`config.mk`:
```
export PLATFORM = sky130hd
export DESIGN_NAME = scd_top
export DESIGN_NICKNAME = d
export VERILOG_FILES = /design/src/scd_pkg.sv /design/src/scd_range_decode.sv /design/src/scd_top.sv
export SDC_FILE = /design/constraint.sdc
export NUM_CORES = 1
export LEC_CHECK = 0
export ABC_AREA = 1
export BUFFER_PORTS_ARGS = -buffer_cell sky130_fd_sc_hd__buf_2
export CAP_MARGIN = 0
export CORE_UTILIZATION = 51
export DETAILED_ROUTE_END_ITERATION = 10
export GPL_ROUTABILITY_DRIVEN = 0
export PLACE_DENSITY = 0.81
export SETUP_SLACK_MARGIN = 0.2
export SLEW_MARGIN = 40
export SYNTH_ARGS = -nofsm -noshare
export SYNTH_HDL_FRONTEND = slang
export SYNTH_SLANG_ARGS = --single-unit
```
`constraint.sdc`:
```
create_clock -name clk_i -period 2.3 [get_ports clk_i]
set_clock_uncertainty 0.15 [all_clocks]
set_input_delay 0.345 -clock clk_i [delete_from_list [all_inputs] [get_ports clk_i]]
set_output_delay 0.345 -clock clk_i [all_outputs]
set_load 0.1 [all_outputs]
```
`src/scd_pkg.sv`:
```
// Constants and types shared by the system control and decode block
//
// Function
// - Watchdog starts on enable bit with period
// - Disable needs cleared enable then key B1h
// - Watchdog master also selects halt power mode
// - Wait states only inside inclusive nibble range
// - Wait range register resets to F0h
// - Low select when nibble at most low bound
// - Upper select above low, up to high
// - Select range low nibble resets to ones
// - Misc bit 4 bypasses clock divide-by-two unless external clock selected
// - Idle two stops only the system clock
// - Stop mode halts whole clock generator
// - Halt left on reset or accepted interrupt
// - Low request with enable accepted, next cycle
// - Stopped clock restarts on reset or interrupt
// - Run mode keeps clock, services next cycle
// - Dummy cycle then fetch from 0000H
// - Request strobe on address, write on data
// - Zero to three waits plus opcode extra
// - Control registers through index/value ports
package scd_pkg;

    // ==================================================================
    // I/O addresses
    localparam logic [7:0] WD_MASTER_ADDR = 8'hF0;
    localparam logic [7:0] WD_COMMAND_ADDR = 8'hF1;
    localparam logic [7:0] CTRL_INDEX_ADDR = 8'hEE;
    localparam logic [7:0] CTRL_VALUE_ADDR = 8'hEF;

    // ==================================================================
    // Indirect register indices
    localparam logic [7:0] WAIT_CTRL_IDX = 8'h00;
    localparam logic [7:0] WAIT_RANGE_IDX = 8'h01;
    localparam logic [7:0] SELECT_RANGE_IDX = 8'h02;
    localparam logic [7:0] MISC_OPTIONS_IDX = 8'h03;

    // ==================================================================
    // Field positions
    localparam int WD_ENABLE_BIT = 7;
    localparam int WD_PERIOD_LSB = 5;
    localparam int HALT_MODE_LSB = 3;
    localparam int MISC_DIV_ONE_BIT = 4;
    localparam int MISC_UPPER_EN_BIT = 1;
    localparam int MISC_LOW_EN_BIT = 0;
    localparam int WAIT_OPC_EXTRA_BIT = 2;
    localparam int WAIT_MEM_LSB = 0;

    // ==================================================================
    // Values and reset values
    localparam logic [7:0] WD_DISABLE_KEY = 8'hB1;
    localparam logic [7:0] MISC_RSVD_MASK = 8'h1F;
    localparam logic [7:0] WD_MASTER_RST = 8'h00;
    localparam logic [7:0] WAIT_CTRL_RST = 8'h00;
    localparam logic [7:0] WAIT_RANGE_RST = 8'hF0;
    localparam logic [7:0] SELECT_RANGE_RST = 8'h0F;
    localparam logic [7:0] MISC_OPTIONS_RST = 8'h01;
    localparam logic [15:0] RESET_VECTOR = 16'h0000;

    // ==================================================================
    // Timing counts in system clock cycles
    localparam int RESET_MIN_CYC = 3;
    localparam int DUMMY_MIN_CYC = 2;

    // ==================================================================
    // Types
    typedef enum logic [1:0] {
        HM_IDLE_ONE_MODE = 2'b00,
        HM_IDLE_TWO_MODE = 2'b01,
        HM_STOP = 2'b10,
        HM_RUN = 2'b11
    } scd_halt_mode_t;

    typedef enum logic [2:0] {
        PS_ACTIVE = 3'b000,
        PS_HALTED = 3'b001,
        PS_IDLE_ONE_MODE = 3'b010,
        PS_IDLE_TWO_MODE = 3'b011,
        PS_STOP = 3'b100
    } scd_pwr_state_t;

    typedef enum logic [1:0] {
        RS_RUN = 2'b00,
        RS_HOLD = 2'b01,
        RS_DUMMY = 2'b10
    } scd_rst_state_t;

    typedef struct packed {
        logic mem_req;
        logic opcode_fetch;
        logic write;
        logic addr_stable;
        logic data_stable;
        logic [15:0] addr;
    } scd_mem_cycle_t;

    typedef struct packed {
        logic memory_request_strobe_n;
        logic wr_n;
        logic low_sel_n;
        logic upper_sel_n;
        logic wait_n;
    } scd_mem_strobe_t;

    typedef struct packed {
        logic sys_clk_en;
        logic timer_clk_en;
        logic wd_clk_en;
        logic clk_out_en;
    } scd_clk_gate_t;

endpackage

```
`src/scd_range_decode.sv`:
```
// Address nibble comparators for wait range and chip selects
`timescale 1ns/100ps
module scd_range_decode
    import scd_pkg::*;
(
    // Address
    input wire logic [3:0] addr_nib_i,
    // Boundaries
    input wire logic [7:0] wait_range_i,
    input wire logic [7:0] select_range_i,
    // Decoded hits
    output logic wait_hit_o,
    output logic low_hit_o,
    output logic upper_hit_o
);

    // Inclusive compare between a low and a high nibble
    function automatic logic in_range(input logic [3:0] v, input logic [3:0] lo, input logic [3:0] hi);
        in_range = (v >= lo) && (v <= hi);
    endfunction

    // Range decode
    always_comb begin
        wait_hit_o = in_range(addr_nib_i, wait_range_i[3:0], wait_range_i[7:4]);
        low_hit_o = addr_nib_i <= select_range_i[3:0];
        upper_hit_o = (addr_nib_i > select_range_i[3:0]) && (addr_nib_i <= select_range_i[7:4]);
    end

endmodule // scd_range_decode

```
`src/scd_top.sv`:
```
// System control: watchdog keys, memory decode, wait states, power-down, reset timing
`timescale 1ns/100ps
module scd_top
    import scd_pkg::*;
#(
    parameter int RESET_MIN = RESET_MIN_CYC,
    parameter int DUMMY_MIN = DUMMY_MIN_CYC
)
(
    // Clock and reset
    input wire logic clk_i,
    input wire logic rst_i,
    // I/O register port from the processor core
    input wire logic [7:0] io_addr_i,
    input wire logic io_wr_i,
    input wire logic io_rd_i,
    input wire logic [7:0] io_wdata_i,
    output logic [7:0] io_rdata_o,
    output logic io_ack_o,
    // Memory cycle from the core and strobes out
    input wire scd_mem_cycle_t mem_cyc_i,
    output scd_mem_strobe_t mem_strb_o,
    // Halt and interrupt handshake
    input wire logic halt_t4_i,
    input wire logic reset_n_i,
    input wire logic nmi_n_i,
    input wire logic int_n_i,
    input wire logic iff_i,
    input wire logic ext_clk_i,
    output logic halt_release_o,
    output logic int_accept_o,
    output logic iff_set_o,
    output logic cpu_reset_o,
    output logic fetch_start_o,
    output logic [15:0] fetch_addr_o,
    // Clock control
    output scd_clk_gate_t clk_gate_o,
    output logic clk_div_one_o,
    // Watchdog control
    output logic wd_run_o,
    output logic [1:0] wd_period_o
);

    // Refuse counts that the 8-bit reset counter cannot hold
    if (RESET_MIN < 1 || RESET_MIN > 255 || DUMMY_MIN < 1 || DUMMY_MIN > 255) begin : g_bad_counts
        $error("scd_top: reset counts must lie in 1..255");
    end


    localparam logic [7:0] RESET_MIN_C = 8'(RESET_MIN);
    localparam logic [7:0] DUMMY_MIN_C = 8'(DUMMY_MIN);

    // ==================================================================
    // Register file
    logic [7:0] wd_master_r, wd_master_nxt;
    logic wd_run_r, wd_run_nxt;
    logic [7:0] index_r, index_nxt;
    logic [7:0] wait_ctrl_r, wait_ctrl_nxt;
    logic [7:0] wait_range_r, wait_range_nxt;
    logic [7:0] select_range_r, select_range_nxt;
    logic [7:0] misc_r, misc_nxt;
    logic [7:0] rdata_r, rdata_nxt;
    logic ack_r, ack_nxt;
    logic wr_master, wr_command, wr_index, wr_value;

    // Write decodes
    always_comb begin
        wr_master = io_wr_i && (io_addr_i == WD_MASTER_ADDR);
        wr_command = io_wr_i && (io_addr_i == WD_COMMAND_ADDR);
        wr_index = io_wr_i && (io_addr_i == CTRL_INDEX_ADDR);
        wr_value = io_wr_i && (io_addr_i == CTRL_VALUE_ADDR);
    end

    // Next register values and read data
    always_comb begin
        wd_master_nxt = wd_master_r;
        wd_run_nxt = wd_run_r;
        index_nxt = index_r;
        wait_ctrl_nxt = wait_ctrl_r;
        wait_range_nxt = wait_range_r;
        select_range_nxt = select_range_r;
        misc_nxt = misc_r;
        rdata_nxt = rdata_r;
        ack_nxt = io_wr_i || io_rd_i;
        if (wr_master) begin
            wd_master_nxt = io_wdata_i;
            if (io_wdata_i[WD_ENABLE_BIT]) begin
                wd_run_nxt = 1'b1;
            end
        end
        if (wr_command && io_wdata_i == WD_DISABLE_KEY && !wd_master_r[WD_ENABLE_BIT]) begin
            wd_run_nxt = 1'b0;
        end
        if (wr_index) begin
            index_nxt = io_wdata_i;
        end
        if (wr_value) begin
            unique case (index_r)
                WAIT_CTRL_IDX: wait_ctrl_nxt = io_wdata_i;
                WAIT_RANGE_IDX: wait_range_nxt = io_wdata_i;
                SELECT_RANGE_IDX: select_range_nxt = io_wdata_i;
                MISC_OPTIONS_IDX: misc_nxt = io_wdata_i & MISC_RSVD_MASK;
                default: misc_nxt = misc_r;
            endcase
        end
        if (io_rd_i) begin
            rdata_nxt = 8'h00;
            unique case (io_addr_i)
                WD_MASTER_ADDR: rdata_nxt = wd_master_r;
                CTRL_INDEX_ADDR: rdata_nxt = index_r;
                CTRL_VALUE_ADDR: begin
                    unique case (index_r)
                        WAIT_CTRL_IDX: rdata_nxt = wait_ctrl_r;
                        WAIT_RANGE_IDX: rdata_nxt = wait_range_r;
                        SELECT_RANGE_IDX: rdata_nxt = select_range_r;
                        MISC_OPTIONS_IDX: rdata_nxt = misc_r;
                        default: rdata_nxt = 8'h00;
                    endcase
                end
                default: rdata_nxt = 8'h00;
            endcase
        end
    end

    // Register storage
    always_ff @(posedge clk_i or posedge rst_i) begin
        if (rst_i) begin
            wd_master_r <= WD_MASTER_RST;
            wd_run_r <= 1'b0;
            index_r <= 8'h00;
            wait_ctrl_r <= WAIT_CTRL_RST;
            wait_range_r <= WAIT_RANGE_RST;
            select_range_r <= SELECT_RANGE_RST;
            misc_r <= MISC_OPTIONS_RST;
            rdata_r <= 8'h00;
            ack_r <= 1'b0;
        end else begin
            wd_master_r <= wd_master_nxt;
            wd_run_r <= wd_run_nxt;
            index_r <= index_nxt;
            wait_ctrl_r <= wait_ctrl_nxt;
            wait_range_r <= wait_range_nxt;
            select_range_r <= select_range_nxt;
            misc_r <= misc_nxt;
            rdata_r <= rdata_nxt;
            ack_r <= ack_nxt;
        end
    end

    assign io_rdata_o = rdata_r;
    assign io_ack_o = ack_r;
    assign wd_period_o = wd_master_r[WD_PERIOD_LSB +: 2];
    assign clk_div_one_o = misc_r[MISC_DIV_ONE_BIT] && !ext_clk_i;

    // ==================================================================
    // Memory decode, strobes and wait states
    logic wait_hit, low_hit, upper_hit;
    logic [2:0] wait_cnt_r, wait_cnt_nxt;
    logic mem_prev_r, mem_prev_nxt;
    scd_mem_strobe_t strb_r, strb_nxt;

    scd_range_decode u_range (
        .addr_nib_i(mem_cyc_i.addr[15:12]),
        .wait_range_i(wait_range_r),
        .select_range_i(select_range_r),
        .wait_hit_o(wait_hit),
        .low_hit_o(low_hit),
        .upper_hit_o(upper_hit)
    );

    // Strobe ordering, selects and wait count
    always_comb begin
        logic req_on;
        req_on = mem_cyc_i.mem_req && mem_cyc_i.addr_stable;
        mem_prev_nxt = mem_cyc_i.mem_req;
        wait_cnt_nxt = wait_cnt_r;
        strb_nxt.memory_request_strobe_n = !req_on;
        strb_nxt.wr_n = !(req_on && mem_cyc_i.write && mem_cyc_i.data_stable);
        strb_nxt.low_sel_n = !(req_on && low_hit && misc_r[MISC_LOW_EN_BIT]);
        strb_nxt.upper_sel_n = !(req_on && upper_hit && misc_r[MISC_UPPER_EN_BIT]);
        if (mem_cyc_i.mem_req && !mem_prev_r) begin
            wait_cnt_nxt = 3'd0;
            if (wait_hit) begin
                wait_cnt_nxt = {1'b0, wait_ctrl_r[WAIT_MEM_LSB +: 2]}
                    + {2'b00, mem_cyc_i.opcode_fetch && wait_ctrl_r[WAIT_OPC_EXTRA_BIT]};
            end
        end else if (wait_cnt_r != 3'd0) begin
            wait_cnt_nxt = wait_cnt_r - 3'd1;
        end
        strb_nxt.wait_n = (wait_cnt_nxt == 3'd0);
    end

    // Strobe registers
    always_ff @(posedge clk_i or posedge rst_i) begin
        if (rst_i) begin
            wait_cnt_r <= 3'd0;
            mem_prev_r <= 1'b0;
            strb_r <= '{memory_request_strobe_n: 1'b1, wr_n: 1'b1, low_sel_n: 1'b1, upper_sel_n: 1'b1, wait_n: 1'b1};
        end else begin
            wait_cnt_r <= wait_cnt_nxt;
            mem_prev_r <= mem_prev_nxt;
            strb_r <= strb_nxt;
        end
    end

    assign mem_strb_o = strb_r;

    // ==================================================================
    // Halt power-down and release
    scd_pwr_state_t pwr_r, pwr_nxt;
    scd_halt_mode_t halt_mode;
    logic release_r, release_nxt;
    logic accept_r, accept_nxt;
    logic wake;

    assign halt_mode = scd_halt_mode_t'(wd_master_r[HALT_MODE_LSB +: 2]);

    // Power state and halt release
    always_comb begin
        logic int_ok;
        int_ok = !nmi_n_i || (!int_n_i && iff_i);
        wake = !reset_n_i || !nmi_n_i || !int_n_i;
        pwr_nxt = pwr_r;
        release_nxt = 1'b0;
        accept_nxt = 1'b0;
        unique case (pwr_r)
            PS_ACTIVE: begin
                if (halt_t4_i) begin
                    unique case (halt_mode)
                        HM_IDLE_ONE_MODE: pwr_nxt = PS_IDLE_ONE_MODE;
                        HM_IDLE_TWO_MODE: pwr_nxt = PS_IDLE_TWO_MODE;
                        HM_STOP: pwr_nxt = PS_STOP;
                        HM_RUN: pwr_nxt = PS_HALTED;
                    endcase
                end
            end
            PS_HALTED: begin
                if (!reset_n_i) begin
                    pwr_nxt = PS_ACTIVE;
                    release_nxt = 1'b1;
                end else if (halt_t4_i && int_ok) begin
                    pwr_nxt = PS_ACTIVE;
                    release_nxt = 1'b1;
                    accept_nxt = 1'b1;
                end
            end
            PS_IDLE_ONE_MODE, PS_IDLE_TWO_MODE, PS_STOP: begin
                if (wake) begin
                    pwr_nxt = PS_HALTED;
                end
            end
            default: pwr_nxt = PS_ACTIVE;
        endcase
    end

    // Power state registers
    always_ff @(posedge clk_i or posedge rst_i) begin
        if (rst_i) begin
            pwr_r <= PS_ACTIVE;
            release_r <= 1'b0;
            accept_r <= 1'b0;
        end else begin
            pwr_r <= pwr_nxt;
            release_r <= release_nxt;
            accept_r <= accept_nxt;
        end
    end

    // Clock gates per power state
    always_comb begin
        clk_gate_o.sys_clk_en = !(pwr_r inside {PS_IDLE_ONE_MODE, PS_IDLE_TWO_MODE, PS_STOP});
        clk_gate_o.timer_clk_en = !(pwr_r inside {PS_IDLE_ONE_MODE, PS_STOP});
        clk_gate_o.wd_clk_en = (pwr_r != PS_STOP);
        clk_gate_o.clk_out_en = (pwr_r != PS_STOP);
    end

    assign halt_release_o = release_r;
    assign int_accept_o = accept_r;
    assign iff_set_o = accept_r && !nmi_n_i ? 1'b0 : accept_r;
    assign wd_run_o = wd_run_r && (pwr_r != PS_STOP);

    // ==================================================================
    // Reset pin timing and dummy cycle
    scd_rst_state_t rs_r, rs_nxt;
    logic [7:0] rcnt_r, rcnt_nxt;
    logic creset_r, creset_nxt;
    logic fetch_r, fetch_nxt;

    // Reset hold counter and dummy cycle
    always_comb begin
        rs_nxt = rs_r;
        rcnt_nxt = rcnt_r;
        creset_nxt = creset_r;
        fetch_nxt = 1'b0;
        unique case (rs_r)
            RS_RUN: begin
                if (!reset_n_i) begin
                    rcnt_nxt = (rcnt_r == 8'hFF) ? rcnt_r : rcnt_r + 8'd1;
                    if (rcnt_nxt >= RESET_MIN_C) begin
                        rs_nxt = RS_HOLD;
                        creset_nxt = 1'b1;
                    end
                end else begin
                    rcnt_nxt = 8'd0;
                end
            end
            RS_HOLD: begin
                if (reset_n_i) begin
                    rs_nxt = RS_DUMMY;
                    rcnt_nxt = 8'd0;
                end
            end
            RS_DUMMY: begin
                rcnt_nxt = rcnt_r + 8'd1;
                if (!reset_n_i) begin
                    rs_nxt = RS_HOLD;
                end else if (rcnt_nxt >= DUMMY_MIN_C) begin
                    rs_nxt = RS_RUN;
                    rcnt_nxt = 8'd0;
                    creset_nxt = 1'b0;
                    fetch_nxt = 1'b1;
                end
            end
            default: rs_nxt = RS_RUN;
        endcase
    end

    // Reset timing registers
    always_ff @(posedge clk_i or posedge rst_i) begin
        if (rst_i) begin
            rs_r <= RS_DUMMY;
            rcnt_r <= 8'd0;
            creset_r <= 1'b1;
            fetch_r <= 1'b0;
        end else begin
            rs_r <= rs_nxt;
            rcnt_r <= rcnt_nxt;
            creset_r <= creset_nxt;
            fetch_r <= fetch_nxt;
        end
    end

    assign cpu_reset_o = creset_r;
    assign fetch_start_o = fetch_r;
    assign fetch_addr_o = RESET_VECTOR;

endmodule // scd_top

```
==> impl_results.rst, run 1 <==
.. list-table::
   :header-rows: 1

   * - Metric
     - Value
   * - Final HPWL from detailed placement
     - 8680 µm
   * - TritonCTS clock tree
     - built
   * - Die Span X
     - 99.4 µm
   * - Layout filler cell count
     - 791
   * - Maximum frequency from static timing analysis
     - 0.503 GHz
   * - Avg Cell Area, Syn
     - 7.82 µm²
   * - Cts bufs inserted
     - 9
   * - Accumulated negative setup slack
     - 0 ns
   * - Buffers from clock root to sink, at most
     - 2
   * - Ranking of synthesized cells by area
     - dfrtp_1 (34%), nand2_1 (11%), dfstp_2 (8.7%)
   * - Largest vdd supply drop
     - 0.525 mV
   * - Ys flop type
     - dfrtp_1
   * - Vias in the first global route
     - 4,267
   * - Total length of routed wires
     - 11,700 µm
   * - Endpoint of the worst register-to-register path
     - rs_r[0]$_DFFE_PP0P_
   * - Hold Fails Final Rpt
     - 0
   * - Sink count of the clock tree
     - 81
   * - Seq/Total Area, Yosys
     - 42.3%
   * - Worst Setup Slack post-DPL
     - 0.229 ns
   * - Largest area contributor in the netlist
     - dfrtp_1
   * - Register Area
     - 2050 µm²
   * - Via count
     - 4,424
   * - Result of the run
     - finished, final reports clean
   * - Area fraction of the dominant cell type after synthesis
     - 33.6%
   * - Reg-to-reg startpoint
     - rcnt_r[0]$_DFFE_PP0P_
   * - Syn-to-layout area delta
     - 15.1%
   * - Number of instances on the worst hold path
     - 3
   * - Post-synthesis async set-or-reset flop share
     - 100%
   * - Arrival time worst endpoint
     - 2.10 ns
   * - Top Ports
     - 90
   * - Worst-path clk slew
     - 0.09 ns
   * - Sort of element at the start of the critical path
     - register
   * - Number of max-cap violations
     - 0
   * - Worst-case setup margin in the final layout
     - 0.310 ns
   * - Area taken by multi-input logic gates
     - 2360 µm²
   * - EDFF count, synth
     - 0
   * - Largest net degree at the start of global routing
     - 41
   * - Final critical-path share of the clock period
     - 86.5%
   * - Vert. Die Dim
     - 99.4 µm
   * - Top fanout value on the critical path
     - 10
   * - PwrDens
     - 864 nW/µm²
   * - DRC viols
     - 0
   * - Routed wire per std cell
     - 14.5 µm
   * - Total die area
     - 9870 µm²
   * - Hold Worst Slack
     - 0.105 ns
   * - Path depth of the worst reg2reg path
     - 12
   * - Antenna violations before repair
     - 0
   * - Number of nets in the layout
     - 767
   * - Drt first pass iters
     - 6
   * - Number of failing setup endpoints in the final timing report
     - 0
   * - Rel. slew slack
     - 56.3%
   * - End point of the worst hold path
     - int_accept_o$_DFF_PP0_
   * - Site Rows
     - 35
   * - CTS H-tree depth
     - 3
   * - Standard cell core area
     - 9200 µm²
   * - Number of register bits inferred by synthesis
     - 81
   * - Synthesis warning total
     - 0
   * - Required time of the critical path
     - 2.41 ns
   * - Wire length of the first global-routing pass
     - 19,400 µm
   * - Total standard cell area after synthesis
     - 4830 µm²
   * - Port buffer count
     - 61
   * - Vias per std cell
     - 5.47
   * - Post-layout min period
     - 1.99 ns
   * - Hold Startpoint
     - halt_t4_i
   * - Transition time at the pin with the least slew margin
     - 0.654 ns
   * - Reg2Reg Setup Slack
     - 0.31 ns
   * - Overall global routing resource usage
     - 24.9%
   * - Share of the core filled with cells in the final layout
     - 60.5%
   * - CTS Root Buffer Type
     - clkbuf_8
   * - Total overflow reported by the global router
     - 0
   * - Initial Util
     - 52.6%
   * - Final Slew Violations
     - 0
   * - Clock latency on the worst-skew pair
     - 0.36 ns
   * - Critical path capture point type
     - register
   * - Setup repair after global routing missed its margin
     - true
   * - Proportion of layout cells with a drive suffix above 1
     - 20.6%
   * - Fin cells
     - 809
   * - Number of cells in the design after placement
     - 785
   * - Diode insertion count for antenna repair
     - 0
   * - Gate count of the mapped netlist
     - 618
   * - Initial DRC count
     - 452
   * - Library cells used by synthesis
     - 44
   * - Number of nets with antenna violations after routing
     - 0
   * - Path type of the worst setup path
     - register to register
   * - Class of the tightest hold or removal check
     - input pin to register
   * - Leakage dissipation
     - 2.90 nW
## critical path, cell delays in order, from the launching register on
cell and delay, ns:
dfrtp_2 0.44, ha_2 0.24, nand3_1 0.11, inv_1 0.13, nand2_2 0.14, nand2_1 0.09
nand2_1 0.06, nor2_1 0.13, nor2_1 0.06, nand2_1 0.11, nand3_1 0.10, nand2_1 0.07
nand2_1 0.05
## logic make-up after synthesis
group / synth area share, %
other cells: 0.0776
xor+xnor: 0.362
simple gates: 25.3
mux: 0.673
buf+inv: 11.3
flops: 42.3
compound gates: 13.0
fa+ha+maj: 6.99
## where the power goes
group / leakage, nW / internal [mW] / switching [mW]
registers: 0.884 / 1.61 / 0.147
clock network: 0.0985 / 0.533 / 0.552
logic: 1.91 / 0.519 / 1.44
## through the flow
stage	power, mW	instance area, µm²
3_5_place_dp	3.65	5230
4_1_cts	4.75	5490
2_1_floorplan	3.30	4910
6_report	4.80	5560
5_1_grt	5.10	5560
3_3_place_gp	3.58	5230
## worst max path at each step
stage | cells after the start | to | from
2_1_floorplan | 3 | clk_gate_o[1] | pwr_r[1]$_DFFE_PP0P_
3_3_place_gp | 12 | rs_r[0]$_DFFE_PP0P_ | rcnt_r[0]$_DFFE_PP0P_
3_5_place_dp | 12 | rs_r[0]$_DFFE_PP0P_ | rcnt_r[0]$_DFFE_PP0P_
4_1_cts | 12 | rs_r[0]$_DFFE_PP0P_ | rcnt_r[0]$_DFFE_PP0P_
5_1_grt | 12 | rs_r[0]$_DFFE_PP0P_ | rcnt_r[0]$_DFFE_PP0P_
6_report | 12 | rs_r[0]$_DFFE_PP0P_ | rcnt_r[0]$_DFFE_PP0P_
## placed cells by master (no fill, tap or decap), drive strengths merged
cell type    count
a32oi            1
a22oi            1
xnor2            1
a31oi            2
clkinvlp         3
o21bai           3
mux2             2
clkinv           3
inv             92
a21oi           37
nand3           36
nor4             5
a211oi           1
mux2i            1
bufinv           1
conb            16
dlygate4sd3      5
o21ai           67
buf             70
or2              2
o221ai           1
nor3b            1
clkbuf          12
dfrtp           65
nor3             9
ha              27
nor2            56
nand4           16
xor2             1
dfstp           16
nand2          141
o211ai           4
## timing repair
item,in CTS,in global routing
endpoints found under the setup margin,5,26
pin swaps,0,1
buffers inserted,0,3
gates resized for setup,1,15
hold buffers,5,0
endpoints found under the hold margin,19,0
## flip-flops by register name (all words and copies together) (netlist names), 2 cells and up
name and flops:
wait_ctrl_r 8, mem_strb_o 5, io_rdata_o 8, misc_r 5
rcnt_r 8, wait_range_r 8, index_r 8, wait_cnt_r 3
wd_master_r 8, select_range_r 8, rs_r 2, pwr_r 3
## final cells by class
| cell class | count | area share (%) |
|---|---|---|
| inverters | 93 | 6.39 |
| repair buffers | 77 | 8.19 |
| well taps | 111 | 2.50 |
| clock buffers | 10 | 2.47 |
| flip-flops and latches | 81 | 36.9 |
| multi-input cells | 431 | 42.4 |
| clock inverters | 6 | 1.21 |
## cell usage after synthesis (2+ instances only)
master,n
o21bai_1,3
nor2_4,2
a31oi_1,2
clkbuf_1,3
dfrtp_1,65
o21ai_0,63
nor4_4,3
ha_1,27
buf_2,4
a21oi_1,36
nor3_2,3
nand4_1,15
buf_4,20
mux2_2,2
nand2_2,2
o21ai_1,2
nor3_1,6
nand3_1,35
o21ai_2,2
nor4_1,2
nor2_1,52
nand2_1,138
inv_1,91
o211ai_1,4
nor2_2,2
dfstp_2,16
## per-layer routing
metal | track usage (%) | up-vias | routed length [µm]
met5 | 0 | - | 0
met4 | 10.6 | 0 | 284
met1 | 32.1 | 2067 | 4800
met3 | 3.58 | 23 | 725
met2 | 41.9 | 189 | 5890
li1 | - | 2145 | -
(Power assumes the default switching activity.)
==> run 2, diff against run 1 <==
MAX_ROUTING_LAYER = met4   (was unset)
==> run 2 against run 1 <==
Cell count is the same; highest routed layer unchanged; first-iteration DRC count shrank 18%; die area is the same; clock power is essentially flat; worst hold slack lost 0.0078 ns; utilization is the same; sequential power is essentially flat; non-clock buffer count is the same.
==> impl_results.rst, run 2 (synthesis results as in run 1) <==
.. list-table::
   :header-rows: 1

   * - Metric
     - Value
   * - Path depth of the worst reg2reg path
     - 12 (unchanged)
   * - Crit-path slowest cell
     - buf_2
   * - Arrival time worst endpoint
     - 1.50 ns (-0.60 ns)
   * - Standard cell core area
     - 9200 µm² (unchanged)
   * - Total overflow reported by the global router
     - 0 (unchanged)
   * - Vias in the first global route
     - 4,274 (+0.16%)
   * - Site Rows
     - 35 (unchanged)
   * - Wire length of the first global-routing pass
     - 19,400 µm (about the same)
   * - Fin cells
     - 809 (unchanged)
   * - Layout filler cell count
     - 791 (unchanged)
   * - Critical path capture point type
     - output port
   * - Top Ports
     - 90 (unchanged)
   * - Required time of the critical path
     - 1.80 ns (-0.61 ns)
   * - Number of cells in the design after placement
     - 785 (unchanged)
   * - Reg-to-reg startpoint
     - rcnt_r[0]$_DFFE_PP0P_
   * - Cell family with most CP delay
     - buffers and inverters
   * - Overall global routing resource usage
     - 25.5% (+0.68 points)
   * - DRC viols
     - 0 (unchanged)
   * - Diode insertion count for antenna repair
     - 0 (unchanged)
   * - Hold Fails Final Rpt
     - 0 (unchanged)
   * - Buf+Inv Stages, Crit Path
     - 2 (+1)
   * - Area taken by multi-input logic gates
     - 2360 µm² (unchanged)
   * - Final Slew Violations
     - 0 (unchanged)
   * - Post-layout min period
     - 2.00 ns (+0.00792 ns)
   * - Die Span X
     - 99.4 µm (unchanged)
   * - Vias per std cell
     - 5.47 (about the same)
   * - Summed area of non-filler cells in the final layout
     - 5560 µm² (unchanged)
   * - Top fanout value on the critical path
     - 4 (-6)
   * - Class of the tightest hold or removal check
     - input pin to register
   * - Setup repair after global routing missed its margin
     - true
   * - Number of max-cap violations
     - 0 (unchanged)
   * - Maximum frequency from static timing analysis
     - 0.501 GHz (-0.40%)
   * - Path type of the worst setup path
     - register to output port
   * - Number of nets with antenna violations after routing
     - 0 (unchanged)
   * - Sort of element at the start of the critical path
     - register
   * - Register Area
     - 2050 µm² (unchanged)
   * - Worst-path clk slew
     - 0.10 ns (about the same)
   * - Largest vdd supply drop
     - 0.524 mV (-0.11%)
   * - Worst stage delay on the critical path
     - 0.42 ns (-0.02 ns)
   * - Antenna violations before repair
     - 0 (unchanged)
   * - Vert. Die Dim
     - 99.4 µm (unchanged)
   * - Reg2Reg Setup Slack
     - 0.32 ns (about the same)
   * - Transition time at the pin with the least slew margin
     - 0.653 ns (-0.00150 ns)
   * - Via count
     - 4,427 (+0.068%)
   * - Cts bufs inserted
     - 9 (unchanged)
   * - Commonest non-fill, non-tap cells in the layout
     - nand2_1 (136), inv_1 (89), o21ai_0 (62), dfrtp_1 (62), buf_2 (59)
   * - Port buffer count
     - 61 (unchanged)
   * - Accumulated negative setup slack
     - 0 ns (unchanged)
   * - CTS Root Buffer Type
     - clkbuf_8
   * - Sink count of the clock tree
     - 81 (unchanged)
   * - Buffers from clock root to sink, at most
     - 2 (unchanged)
   * - Startpoint of the most critical setup path
     - pwr_r[2]$_DFFE_PP0P_
   * - Initial DRC count
     - 372 (-18%)
   * - TritonCTS clock tree
     - built
   * - Endpoint of the worst setup timing path
     - wd_run_o
   * - Result of the run
     - finished, final reports clean
   * - Count of cell instances traversed by the critical path
     - 4 (-8)
   * - Total die area
     - 9870 µm² (unchanged)
   * - Sequence of cells on the critical path
     - inv_1, nor3_4, nor2_2, buf_2
   * - Proportion of layout cells with a drive suffix above 1
     - 20.6% (unchanged)
   * - Number of nets in the layout
     - 767 (unchanged)
   * - Number of failing setup endpoints in the final timing report
     - 0 (unchanged)
   * - Clock latency on the worst-skew pair
     - 0.36 ns (about the same)
   * - Dpl cell area
     - 5230 µm² (unchanged)
   * - Routed wire per std cell
     - 14.4 µm (-0.25%)
   * - Largest net degree at the start of global routing
     - 41 (unchanged)
   * - Most common cell after layout, fill and taps aside
     - nand2_1
   * - Syn-to-layout area delta
     - 15.1% (unchanged)
   * - Drt first pass iters
     - 5 (-1)
   * - Final HPWL from detailed placement
     - 8680 µm (unchanged)
   * - Initial Util
     - 52.6% (unchanged)
   * - Total length of routed wires
     - 11,700 µm (-0.25%)
   * - Rel. slew slack
     - 56.4% (+0.10 points)
   * - PwrDens
     - 865 nW/µm² (+0.15%)
   * - CTS H-tree depth
     - 3 (unchanged)
   * - Endpoint of the worst register-to-register path
     - rs_r[0]$_DFFE_PP0P_
   * - Leakage dissipation
     - 2.90 nW (unchanged)
   * - Final critical-path share of the clock period
     - 86.9% (+0.34 points)
==> run 2: through the flow <==
step | power [mW] | setup WS [ns] | hold WS, ns | utilization [%]
2_1_floorplan | 3.30 | 0.0265 | 0.226 | -
3_3_place_gp | 3.58 | 0.313 | 0.303 | 56.9
3_5_place_dp | 3.65 | 0.229 | 0.307 | 56.9
4_1_cts | 4.75 | 0.202 | 0.0964 | 59.7
5_1_grt | 5.10 | 0.145 | 0.117 | 60.5
6_report | 4.81 | 0.302 | 0.0971 | 60.5
==> run 2: layout make-up <==
cell class              count  area share, %
clock buffers              10           2.47
clock inverters             6           1.21
inverters                  93           6.39
multi-input cells         431           42.4
flip-flops and latches     81           36.9
well taps                 111           2.50
repair buffers             77           8.19
==> run 2: tightest hold or removal path, cell delays in order <==
cell and delay [ns]:
buf_2 0.10, nand2_1 0.09, nor3_1 0.05
==> run 2: power breakdown <==
part | internal [mW] | switching (mW) | total, mW
Combinational | 0.519 | 1.44 | 1.96
Clock | 0.533 | 0.559 | 1.09
Sequential | 1.61 | 0.148 | 1.76
==> run 2: worst min-delay path by stage <==
stage | startpoint | end | slack (ns) | cells after the start
after global placement | cpu_reset_o$_DFFE_PP1P_ | cpu_reset_o$_DFFE_PP1P_ | 0.30 | 2
after global routing | halt_t4_i | int_accept_o$_DFF_PP0_ | 0.12 | 3
after CTS | halt_t4_i | int_accept_o$_DFF_PP0_ | 0.1 | 3
after detailed placement | cpu_reset_o$_DFFE_PP1P_ | cpu_reset_o$_DFFE_PP1P_ | 0.31 | 2
final | halt_t4_i | int_accept_o$_DFF_PP0_ | 0.1 | 3
after floorplan | mem_cyc_i[20] | mem_prev_r$_DFF_PP0_ | 0.23 | 0
==> run 2: per-layer routing <==
metal	vias up	track usage, %	part of all wire (%)
li1	2146	-	-
met1	2058	32.2	41
met2	190	41.5	50
met3	33	3.37	6.2
met4	0	11.1	3.1
met5	-	-	0
==> run 2: timing repair <==
item                       CTS  global route
resized for setup            1            15
hold endpoints to repair    19             0
hold buffers                 5             0
pin swaps                    0             1
gates cloned                 0             0
setup endpoints to repair    5            26
buffers inserted             0             3
==> run 3, diff against run 2 <==
CORE_MARGIN = 1.5   (was unset)
==> run 3 against run 2 <==
Combinational power about the same; worst setup slack worse by 0.030 ns; utilization shrank 0.11 points; power up 1.7%; worst hold slack improved by 0.023 ns; wire length up 0.64%; clock power up 6%; critical path depth did not move; first-iteration DRC count increased by 3.2%; sequential share of layout area is 0.066 points higher; die area up 2.0%; design area down 0.18%; highest routed layer unchanged.
==> impl_results.rst, run 3 (synthesis results as in run 1) <==
.. list-table::
   :header-rows: 1

   * - Metric
     - Value
   * - Routed wire per std cell
     - 14.6 µm (+1.0%)
   * - Path type of the worst setup path
     - register to output port
   * - Vert. Die Dim
     - 100 µm (+1.0%)
   * - Sequential power share
     - 35.8% (-0.7 points)
   * - Initial DRC count
     - 384 (+3.2%)
   * - PwrDens
     - 881 nW/µm² (+1.9%)
   * - Proportion of layout cells with a drive suffix above 1
     - 20.4% (-0.20 points)
   * - Total die area
     - 10,100 µm² (+2.0%)
   * - Drt first pass iters
     - 4 (-1)
   * - Worst-path clk slew
     - 0.09 ns (about the same)
   * - Antenna violations before repair
     - 0 (unchanged)
   * - Clock group share of total power
     - 23.4% (+0.7 points)
   * - Hold Fails Final Rpt
     - 0 (unchanged)
   * - CTS Root Buffer Type
     - clkbuf_8
   * - Total net switching power
     - 2.15 mW (about the same)
   * - Total overflow reported by the global router
     - 0 (unchanged)
   * - Sink count of the clock tree
     - 81 (unchanged)
   * - Number of max-cap violations
     - 0 (unchanged)
   * - Most common cell after layout, fill and taps aside
     - nand2_1
   * - Share of total power in combinational logic
     - 40.7% (about the same)
   * - Sum of internal, switching and leakage power
     - 4.89 mW (+1.7%)
   * - Layout filler cell count
     - 789 (-0.25%)
   * - Total length of routed wires
     - 11,800 µm (+0.64%)
   * - Class of the tightest hold or removal check
     - input pin to register
   * - Largest vdd supply drop
     - 0.408 mV (-22%)
   * - Final HPWL from detailed placement
     - 8460 µm (-2.5%)
   * - Top Ports
     - 90 (unchanged)
   * - Clock latency on the worst-skew pair
     - 0.36 ns (about the same)
   * - CTS H-tree depth
     - 3 (unchanged)
   * - Initial Util
     - 52.6% (unchanged)
   * - Sort of element at the start of the critical path
     - register
   * - Final critical-path share of the clock period
     - 88.2% (+1.3 points)
   * - Standard cell core area
     - 9200 µm² (unchanged)
   * - Via count
     - 4,382 (-1.0%)
   * - Transition time at the pin with the least slew margin
     - 0.528 ns (-0.124 ns)
   * - Vias in the first global route
     - 4,244 (-0.70%)
   * - TritonCTS clock tree
     - built
   * - Port buffer count
     - 61 (unchanged)
   * - Buffers from clock root to sink, at most
     - 2 (unchanged)
   * - Int Power
     - 2.74 mW (+3.1%)
   * - Overall global routing resource usage
     - 25.0% (-0.50 points)
   * - Sw Share
     - 43.9% (-0.76 points)
   * - Leakage dissipation
     - 2.89 nW (-0.21%)
   * - DRC viols
     - 0 (unchanged)
   * - Syn-to-layout area delta
     - 14.9%
   * - Arrival time worst endpoint
     - 1.53 ns (+0.03 ns)
   * - Maximum frequency from static timing analysis
     - 0.493 GHz (-1.5%)
   * - Accumulated negative setup slack
     - 0 ns (unchanged)
   * - Die Span X
     - 100 µm (+1.0%)
   * - Commonest non-fill, non-tap cells in the layout
     - nand2_1 (135), inv_1 (89), dfrtp_1 (62)
   * - Required time of the critical path
     - 1.80 ns (about the same)
   * - Post-layout min period
     - 2.03 ns (+0.0301 ns)
   * - Diode insertion count for antenna repair
     - 0 (unchanged)
   * - Number of nets with antenna violations after routing
     - 0 (unchanged)
   * - Top fanout value on the critical path
     - 4 (unchanged)
   * - Number of nets in the layout
     - 764 (-0.39%)
   * - Site Rows
     - 35 (unchanged)
   * - Cts bufs inserted
     - 9 (unchanged)
   * - Wire length of the first global-routing pass
     - 19,300 µm (-0.64%)
   * - Number of failing setup endpoints in the final timing report
     - 0 (unchanged)
   * - Setup repair after global routing missed its margin
     - true
   * - Critical path capture point type
     - output port
   * - Rel. slew slack
     - 64.8% (+8.3 points)
   * - Result of the run
     - finished, final reports clean
   * - Vias per std cell
     - 5.44 (-0.65%)
   * - Final Slew Violations
     - 0 (unchanged)
   * - Largest net degree at the start of global routing
     - 82 (+100%)
[run 3: final timing paths]
check | slack [ns] | endpoint | cells past startpoint | startpoint
min in group asynchronous | 0.50 | rcnt_r[6]$_DFFE_PP0P_ | 4 | rst_i
max in group asynchronous | 1.14 | select_range_r[2]$_DFFE_PP1P_ | 4 | rst_i
max reg2reg | 0.34 | io_rdata_o[4]$_DFFE_PP0P_ | 7 | index_r[6]$_DFFE_PP0P_
max | 0.27 | clk_gate_o[2] | 4 | pwr_r[1]$_DFFE_PP0P_
min | 0.12 | int_accept_o$_DFF_PP0_ | 3 | halt_t4_i
min reg2reg | 0.32 | cpu_reset_o$_DFFE_PP1P_ | 2 | cpu_reset_o$_DFFE_PP1P_
[run 3: cell type report]
type | instances | area, µm² | share of cell area (%)
multi-input combinational | 431 | 2360 | 42.6
clock buffer | 11 | 131 | 2.37
sequential | 81 | 2050 | 36.9
timing repair buffer | 74 | 433 | 7.80
tap | 111 | 139 | 2.50
clock inverter | 5 | 78.8 | 1.42
inverter | 93 | 355 | 6.40
[run 3: worst max-delay path, cell delays in order (launching register included)]
cell      delay (ns)
dfrtp_1         0.45
inv_1           0.13
nor2_2          0.07
a21oi_2         0.17
clkbuf_4        0.35
[run 3: what timing repair did]
item,4_1_cts,5_1_grt
hold buffers,5,0
setup endpoints to repair,5,14
hold endpoints to repair,68,0
buffers inserted,0,1
resized for setup,1,20
gates cloned,0,0
[run 3: layer usage]
metal | global-route usage [%] | wire (µm)
met1 | 29.6 | 4770
met2 | 42.8 | 5990
met3 | 4.11 | 738
met4 | 9.86 | 246
met5 | - | 0
[run 3: through the flow]
step | std cells | worst slack (ns) | cell area, µm² | hold WS (ns) | utilization, %
floorplan | 633 | 0.0265 | 4910 | 0.226 | -
finish | 806 | 0.272 | 5550 | 0.120 | 60.4
CTS | 805 | 0.212 | 5490 | 0.110 | 59.7
global placement | 784 | 0.312 | 5220 | 0.304 | 56.8
global route | 806 | 0.157 | 5550 | 0.137 | 60.4
detailed placement | 784 | 0.219 | 5220 | 0.306 | 56.8
[run 3: power groups by stage]
stage / logic, mW / clock network [mW] / registers [mW]
floorplan: 1.31 / 0 / 1.99
global placement: 1.81 / 0 / 1.76
detailed placement: 1.89 / 0 / 1.77
CTS: 1.92 / 1.16 / 1.74
global route: 2.17 / 1.22 / 1.78
finish: 1.99 / 1.15 / 1.75
